===== config.mk =====
export PLATFORM = sky130hd
export DESIGN_NAME = rsc_regs
export DESIGN_NICKNAME = d
export VERILOG_FILES = /design/src/hdl/rsc_pkg.sv /design/src/hdl/rsc_regs.sv
export SDC_FILE = /design/constraint.sdc
export NUM_CORES = 1
export LEC_CHECK = 0
export BUFFER_PORTS_ARGS = -buffer_cell sky130_fd_sc_hd__buf_2
export CAP_MARGIN = 20
export CORE_MARGIN = 1
export CORE_UTILIZATION = 26
export DETAILED_ROUTE_END_ITERATION = 6
export PLACE_DENSITY = 0.46
export SKIP_CTS_REPAIR_TIMING = 1
export SLEW_MARGIN = 20
export SYNTH_ARGS = -nofsm -noshare
export SYNTH_HDL_FRONTEND = slang
export SYNTH_SLANG_ARGS = --single-unit

===== constraint.sdc =====
create_clock -name clk -period 5.4 [get_ports clk]
set_clock_uncertainty 0.1 [all_clocks]
set_input_delay 0.54 -clock clk [delete_from_list [all_inputs] [get_ports clk]]
set_output_delay 0.54 -clock clk [all_outputs]
set_load 0.005 [all_outputs]

===== src/hdl/rsc_pkg.sv =====
// package of offsets, field positions and codes for the rx status block
package rsc_pkg;
  // ***********************************
  // register offsets
  // ***********************************
  localparam logic [7:0] RSC_OFS_COMM_STATUS = 8'h0b;
  localparam logic [7:0] RSC_OFS_RX_BIT_CONTROL = 8'h0c;
  localparam logic [7:0] RSC_OFS_RX_COLLISION_POSITION = 8'h0d;
  // ***********************************
  // field positions
  // ***********************************
  localparam int RSC_BIT_CIPHER = 5;
  localparam int RSC_BIT_KEEP = 7;
  localparam int RSC_BIT_COLL_FAULT = 3;
  localparam int RSC_BIT_INDEX_OK = 7;
  // ***********************************
  // reset values and collision index limit
  // ***********************************
  localparam logic [7:0] RSC_RST_BIT_CONTROL = 8'h00;
  localparam logic [6:0] RSC_MAX_INDEX = 7'h3f;
  // ***********************************
  // sequencer state codes
  // ***********************************
  typedef enum logic [2:0] {
    RSC_SEQ_IDLE = 3'h0,
    RSC_SEQ_PRE_TX = 3'h1,
    RSC_SEQ_TX = 3'h3,
    RSC_SEQ_PRE_RX = 3'h5,
    RSC_SEQ_WAIT_DATA = 3'h6,
    RSC_SEQ_RX = 3'h7
  } rsc_seq_t;
endpackage : rsc_pkg


===== src/hdl/rsc_regs.sv =====
// status, receive bit control and collision position registers
// Functional notes
// - bit 5 shows cipher; clear turns it off
// - only authentication sets cipher; writes cannot
// - read-only three-bit sequencer state code
// - bit 7 clear zeroes bits after collision
// - alignment 7: second bit to next byte
// - zero alignment byte mode, else bit mode
// - bit 3 makes collision raise integrity fault
// - last-bits counts valid bits, zero whole
// - last-bits cleared at start, loaded at end in bit mode only
// - index ok only for valid reportable collision
// - first collision index, first 8 bytes only
// - zero-based bit index across the frame
// - alignment added into collision index
// - collision sets flag and records position
// - parity or crc mismatch raises integrity fault
module rsc_regs
  import rsc_pkg::*;
(
  input wire logic clk, // system clock
  input wire logic reset_n, // async reset, active low
  input wire logic clk_en, // freezes all state when low
  input wire logic [7:0] reg_addr, // register offset
  input wire logic reg_wr, // write strobe
  input wire logic [7:0] reg_wdata, // write data
  output logic [7:0] reg_rdata, // read data, registered
  input wire logic auth_ok, // card authenticate cmd succeeded
  input wire logic [2:0] seq_state, // sequencer state code in
  input wire logic rx_start, // reception starts
  input wire logic rx_bit_valid, // one received bit
  input wire logic rx_bit, // received bit value
  input wire logic rx_bit_coll, // collision on this bit
  input wire logic rx_parity_err, // parity or crc mismatch
  input wire logic rx_end, // end of communication
  output logic card_cipher_active, // cipher on for tx and rx
  output logic bit_oriented, // alignment nonzero
  output logic [7:0] rx_byte, // assembled byte
  output logic rx_byte_valid, // byte complete pulse
  output logic collision_seen_flag, // collision error flag
  output logic integrity_fault_flag // integrity error flag
);
  // ***********************************
  // control and status state
  // ***********************************
  logic keep_bits_past_collision; // keep values after collision
  logic [2:0] first_bit_offset; // receive alignment
  logic collision_as_integrity_fault; // collision -> integrity
  logic [2:0] final_byte_valid_count; // last-bits field
  logic collision_index_ok; // index valid
  logic [6:0] collision_index; // first collision index
  logic [7:0] bit_count; // bits placed since rx start
  logic [2:0] bit_pos; // next bit position in byte
  logic coll_in_frame; // a collision already passed
  logic [2:0] seq_code; // state code as shown

  // ***********************************
  // decode and combinational terms
  // ***********************************
  wire wr_status = reg_wr && reg_addr == RSC_OFS_COMM_STATUS;
  wire wr_ctrl = reg_wr && reg_addr == RSC_OFS_RX_BIT_CONTROL;
  // write of zero clears cipher, a one is ignored
  wire cipher_clear = wr_status && !reg_wdata[RSC_BIT_CIPHER];
  // bit mode when alignment nonzero
  assign bit_oriented = first_bit_offset != 3'h0;
  // zero bits after a collision unless keeping
  wire stored_bit = (coll_in_frame || rx_bit_coll)
      && !keep_bits_past_collision ? 1'b0 : rx_bit;
  // zero-based index across frame with alignment added
  wire [7:0] frame_pos = bit_count + {5'h00, first_bit_offset};
  // only first 8 bytes are reportable
  wire pos_ok = frame_pos <= {1'b0, RSC_MAX_INDEX};
  // only the first collision of a frame is recorded
  wire first_coll = rx_bit_valid && rx_bit_coll && !coll_in_frame;
  // byte completes when the top position is filled
  wire byte_done = rx_bit_valid && bit_pos == 3'h7;
  wire [2:0] next_bit_pos = bit_pos + 3'h1;
  // number of bits held in the unfinished byte
  wire [2:0] next_last_bits = bit_pos;
  // state code passes straight through so a read shows the
  // code of its own address cycle; unused 100b reads as idle
  assign seq_code = seq_state == 3'h4 ? RSC_SEQ_IDLE : seq_state;

  // ***********************************
  // read multiplexer
  // ***********************************
  wire [7:0] rd_status = {2'b00, card_cipher_active, 2'b00,
                          seq_code};
  wire [7:0] rd_ctrl = {keep_bits_past_collision, first_bit_offset,
                        collision_as_integrity_fault,
                        final_byte_valid_count};
  wire [7:0] rd_coll = {collision_index_ok, collision_index};
  wire [7:0] rd_mux = reg_addr == RSC_OFS_COMM_STATUS ? rd_status :
                      reg_addr == RSC_OFS_RX_BIT_CONTROL ? rd_ctrl :
                      reg_addr == RSC_OFS_RX_COLLISION_POSITION ?
                      rd_coll : 8'h00;

  // ***********************************
  // register read data
  // ***********************************
  always_ff @(posedge clk or negedge reset_n) begin
    if (!reset_n) begin
      reg_rdata <= 8'h00;
    end else if (clk_en) begin
      reg_rdata <= rd_mux;
    end
  end

  // ***********************************
  // cipher flag
  // ***********************************
  always_ff @(posedge clk or negedge reset_n) begin
    if (!reset_n) begin
      card_cipher_active <= 1'b0;
    end else if (clk_en) begin
      if (auth_ok) begin
        card_cipher_active <= 1'b1;
      end else if (cipher_clear) begin
        card_cipher_active <= 1'b0;
      end
    end
  end

  // ***********************************
  // control bits written by software
  // ***********************************
  always_ff @(posedge clk or negedge reset_n) begin
    if (!reset_n) begin
      keep_bits_past_collision <= RSC_RST_BIT_CONTROL[RSC_BIT_KEEP];
      first_bit_offset <= RSC_RST_BIT_CONTROL[6:4];
      collision_as_integrity_fault <= RSC_RST_BIT_CONTROL[RSC_BIT_COLL_FAULT];
    end else if (clk_en && wr_ctrl) begin
      keep_bits_past_collision <= reg_wdata[RSC_BIT_KEEP];
      first_bit_offset <= reg_wdata[6:4];
      collision_as_integrity_fault <= reg_wdata[RSC_BIT_COLL_FAULT];
    end
  end

  // ***********************************
  // last-bits field, decoder owned
  // ***********************************
  always_ff @(posedge clk or negedge reset_n) begin
    if (!reset_n) begin
      final_byte_valid_count <= 3'h0;
    end else if (clk_en) begin
      if (rx_start) begin
        final_byte_valid_count <= 3'h0;
      end else if (rx_end && bit_oriented) begin
        final_byte_valid_count <= next_last_bits;
      end
    end
  end

  // ***********************************
  // bit assembly
  // ***********************************
  always_ff @(posedge clk or negedge reset_n) begin
    if (!reset_n) begin
      bit_count <= 8'h00;
      bit_pos <= 3'h0;
      rx_byte <= 8'h00;
      rx_byte_valid <= 1'b0;
      coll_in_frame <= 1'b0;
    end else if (clk_en) begin
      rx_byte_valid <= byte_done;
      if (rx_start) begin
        bit_count <= 8'h00;
        bit_pos <= first_bit_offset;
        rx_byte <= 8'h00;
        coll_in_frame <= 1'b0;
      end else if (rx_bit_valid) begin
        // count saturates so a long frame cannot wrap back
        // into the reportable index range when alignment is zero
        if (bit_count != 8'hff) begin
          bit_count <= bit_count + 8'h01;
        end
        rx_byte[bit_pos] <= stored_bit;
        bit_pos <= next_bit_pos;
        if (rx_bit_coll) begin
          coll_in_frame <= 1'b1;
        end
      end
    end
  end

  // ***********************************
  // collision position and error flags
  // ***********************************
  always_ff @(posedge clk or negedge reset_n) begin
    if (!reset_n) begin
      collision_index_ok <= 1'b0;
      collision_index <= 7'h00;
      collision_seen_flag <= 1'b0;
      integrity_fault_flag <= 1'b0;
    end else if (clk_en) begin
      // flags and index restart at every rx_start; a bit that
      // comes with rx_start belongs to no frame and is dropped
      if (rx_start) begin
        collision_index_ok <= 1'b0;
        collision_index <= 7'h00;
        collision_seen_flag <= 1'b0;
        integrity_fault_flag <= 1'b0;
      end else begin
        if (first_coll) begin
          collision_seen_flag <= 1'b1;
          collision_index_ok <= pos_ok;
          collision_index <= pos_ok ? frame_pos[6:0] : 7'h00;
        end
        // reception continues after this flag
        if ((rx_bit_valid && rx_parity_err) ||
            (rx_bit_valid && rx_bit_coll &&
             collision_as_integrity_fault)) begin
          integrity_fault_flag <= 1'b1;
        end
      end
    end
  end
endmodule : rsc_regs


==> flow_results.org <==
** Status
- Status :: finished, final reports clean

** Finish
- From synthesis to final layout, the design area changed by 18.30%.
- Measured on the finished design, the core utilization comes to 0.3160.
- Ratio of cells with drive above 1 in the final layout :: 0.2237
- Ant. Diodes :: 0
- At the end of the flow, the number of nets in the layout was 340.

** Global route
- First-pass GRT wire length :: 10470 um
- All-Layer GR Usage :: 0.1355
- Initial antenna violation count :: 0
- Vias in the first global route :: 2039
- After global routing the overflow that remains totals 0.
- Pin count of the biggest net entering global routing :: 49

** Drt
- Routed length per instance :: 14.43 um
- Vias :: 2025
- Number of nets with antenna violations after routing :: 0
- First-pass iteration count of the detailed router :: 4
- Total wirelength of the detailed-routed design :: 6250 um
- Using the TritonRoute via totals, the vias-per-cell ratio works out to 4.677.
- Number of design rule violations left after detail routing :: 0
- Detailed router's first-iteration violation count :: 53

** Clock network
- Clock slew seen by the registers of the worst setup and hold paths :: 0.09 ns
- Number of H-tree levels :: 2
- Total clock buffers created by CTS :: 5
- Master cell of the clock root buffer :: sky130_fd_sc_hd__clkbuf_8
- The clock net in this run drives a total of 48 sinks.
- CTS max path bufs :: 2
- Clock latency on the worst-skew pair, taken at its later pin, is 0.30 ns.
- TritonCTS built the clock tree.

** Setup path
- STA puts the critical path data arrival time at 2.46 ns.
- In this run the worst setup path begins at bit_count[0].
- STA classifies the critical path startpoint as a flip-flop.
- Along the worst path, the maximum fanout reaches 6.
- The worst setup path is of the reg2reg kind.
- The worst setup path is captured at a flip-flop.
- Reg-to-reg critical path startpoint :: bit_count[0]
- Worst Path Required :: 5.46 ns

** Die
- Die extent in x :: 99.44 um
- In this run the vertical extent of the chip is 99.44 um.
- The initialized floorplan defines 35 standard-cell rows.
- The core region is 0.009240 sq mm.
- Overall die area :: 0.009888 sq mm
- Initial core utilization :: 0.2672
- Pin placement for this block handled 51 I/O pins.

** Timing
- Setup violations remaining at the end of the flow were counted as 0.
- The count of final hold-check violations is 0.
- Post-route minimum period :: 2.396 ns
- Setup tns final :: 0 ns
- At the pin with the least slew margin, the transition time is 0.7323 ns.
- Measured against its own limit, the worst slew margin works out to 0.5118.
- In the finished design, the share of the clock period the worst path needs comes to 0.4437.
- Setup repair after global routing left no endpoint under its margin.
- Timing would allow up to 0.4173 GHz.
- The final number of max-transition violations is 0.

** Yosys
- Top area cells in the synthesized netlist :: sky130_fd_sc_hd__dfrtp_1 49%, sky130_fd_sc_hd__nand2_1 4.4%, sky130_fd_sc_hd__nor2_1 4.0%
- The commonest cells after synthesis are 48 x sky130_fd_sc_hd__dfrtp_1, 29 x sky130_fd_sc_hd__nand2_1, 26 x sky130_fd_sc_hd__nor2_1.
- The average instance in the mapped netlist occupies 9.495 sq um.
- Gate Count Post-Synth :: 260
- Sequential cell area fraction in the yosys report :: 0.4866
- Of the total synthesized cell area, the portion taken by full adders, half adders and majority gates is 0.03852.
- The most common cell in the synthesized netlist is sky130_fd_sc_hd__dfrtp_1.
- Post-synthesis share of cell area spent on xor and xnor gates :: 0.02484
- Cell accounting for the most synthesized area :: sky130_fd_sc_hd__dfrtp_1
- Counting flops with an async set or reset pin after synthesis yields a share of 1.000.
- The synthesized-area fraction occupied by ao, oa, aoi and oai cells came to 0.1754.
- Synthesis instantiated 44 different standard cells from the library.
- Post-synthesis mux area share :: 0.03041
- Number of enable flip-flop cells after synthesis :: 0
- For this run, the number of Yosys warnings is 0.
- The synthesized design contains 48 register bits.
- The mapped netlist covers 0.002469 sq mm.
- Net Count, Synth :: 297
- Share of the synthesized area in the top cell type :: 0.4866
- After synthesis, the largest family of logic cells by area is simple AND/OR/NAND/NOR gates.
- The most used flip-flop cell after synthesis is sky130_fd_sc_hd__dfrtp_1.
- Simple-gate share of the synthesized area :: 0.1987

** Min path
- The min-delay analysis places its worst path in the category in2async.

** Power
- Of the total power, the share spent switching nets is 0.2856.
- Switching pwr :: 0.2100 mW
- The share of total power dissipated in the clock network is 0.307.
- Maximum VDD drop :: 0.0001061 V
- Pleak :: 1.318 nW
- Power per cell area :: 251.8 mW/mm^2
- Comb pwr share :: 0.142
- Internal power summed over all cells :: 0.5254 mW
- Proportion of power drawn by flip-flops and latches :: 0.551

** Run
- The tool flagged a number of max-cap violations equal to 0.

** Place
- Post-detail-place hpwl :: 4554 um
- Quantity of I/O buffers inserted on ports :: 47
- Routability-driven placement finished with a final weighted congestion of 0.7395.
power groups by stage:
stage / Clock (mW) / Combinational [mW] / Sequential, mW
floorplan: 0 / 0.0711 / 0.401
global placement: 0 / 0.105 / 0.412
detailed placement: 0 / 0.106 / 0.413
CTS: 0.236 / 0.107 / 0.406
global route: 0.249 / 0.121 / 0.409
finish: 0.226 / 0.104 / 0.405
worst paths after layout:
kind | endpoint | slack [ns] | depth (start not counted)
setup / recovery | collision_index[5] | 3.00 | 8
hold / removal | rx_byte[5] | 0.21 | 2
setup reg to reg | collision_index[5] | 3.00 | 8
hold reg to reg | collision_index[1] | 0.39 | 2
max in group asynchronous | first_bit_offset[2] | 4.53 | 2
min in group clk | card_cipher_active | 0.35 | 3
final cells by class:
class | count | area (sq um)
fill | 976 | 6320
sequential | 48 | 1201
multi-input combinational | 182 | 1155
timing repair buffer | 48 | 242.7
tap | 129 | 161.4
clock buffer | 6 | 82.58
inverter | 18 | 67.56
clock inverter | 2 | 10.01
per-layer routing:
| layer | track usage | vias to the layer above | routed length [um] |
|---|---|---|---|
| met2 | 0.2174 | 26 | 2928 |
| met1 | 0.1876 | 981 | 3093 |
| met3 | 0.02670 | 5 | 161 |
| met5 | 0 | - | 0 |
| met4 | 0.03394 | 0 | 67 |
| li1 | - | 1013 | - |
worst max-delay path, stage by stage, from the launching register on:
cell and delay (ns):
sky130_fd_sc_hd__dfrtp_1 0.45, sky130_fd_sc_hd__ha_1 0.21, sky130_fd_sc_hd__inv_1 0.06, sky130_fd_sc_hd__fa_1 0.39
sky130_fd_sc_hd__nor2b_1 0.22, sky130_fd_sc_hd__o21ba_2 0.16, sky130_fd_sc_hd__nor4_1 0.05, sky130_fd_sc_hd__a31oi_1 0.44
sky130_fd_sc_hd__o21ai_0 0.17
state kept, by name, indices dropped and copies added (netlist names):
| name | cells |
|---|---|
| reg_rdata | 8 |
| collision_index_ok | 1 |
| coll_in_frame | 1 |
| collision_seen_flag | 1 |
| collision_index | 7 |
| first_bit_offset | 3 |
| bit_pos | 3 |
| rx_byte | 8 |
| rx_byte_valid | 1 |
| integrity_fault_flag | 1 |
| keep_bits_past_collision | 1 |
| collision_as_integrity_fault | 1 |
| final_byte_valid_count | 3 |
| card_cipher_active | 1 |
| bit_count | 8 |
per-stage QoR:
stage | instances | hold WS (ns) | total power [mW] | setup WS (ns) | instance area [sq um]
after floorplan | 260 | 0.1444 | 0.4718 | 3.319 | 2469
after global placement | 425 | 0.3562 | 0.5172 | 2.917 | 2828
after detailed placement | 425 | 0.3673 | 0.5190 | 2.915 | 2828
after CTS | 433 | 0.2542 | 0.7483 | 2.999 | 2920
after global routing | 433 | 0.2753 | 0.7798 | 2.784 | 2920
final | 433 | 0.2104 | 0.7354 | 3.004 | 2920
cell usage in the layout, fill, tap and decap left out, drive strengths merged, types with 2 or more instances in the layout:
cell type,instances
a21o,3
nor3,5
a21oi,9
a31oi,2
or3,3
xor2,3
o211ai,2
nor4,4
dfrtp,48
nor2b,4
and2,3
mux2,4
o22ai,11
nor2,26
nand2,30
a221oi,3
nand4b,2
a32o,6
nand3b,2
inv,18
clkbuf,6
o21ai,15
ha,6
xnor2,4
a211oi,3
a22oi,4
or4,2
nand3,13
buf,48
clkinv,2
mux2i,3
cells by family after synthesis:
| group | after synthesis |
|---|---|
| DFF | 48 |
| adders and majority gates | 7 |
| muxes | 7 |
| and+or+nand+nor | 97 |
| AOI/OAI and AO/OA | 64 |
| buffers and inverters | 30 |
| xor gates and xnor gates | 7 |
No activity file was read; power rests on OpenSTA's default activity.
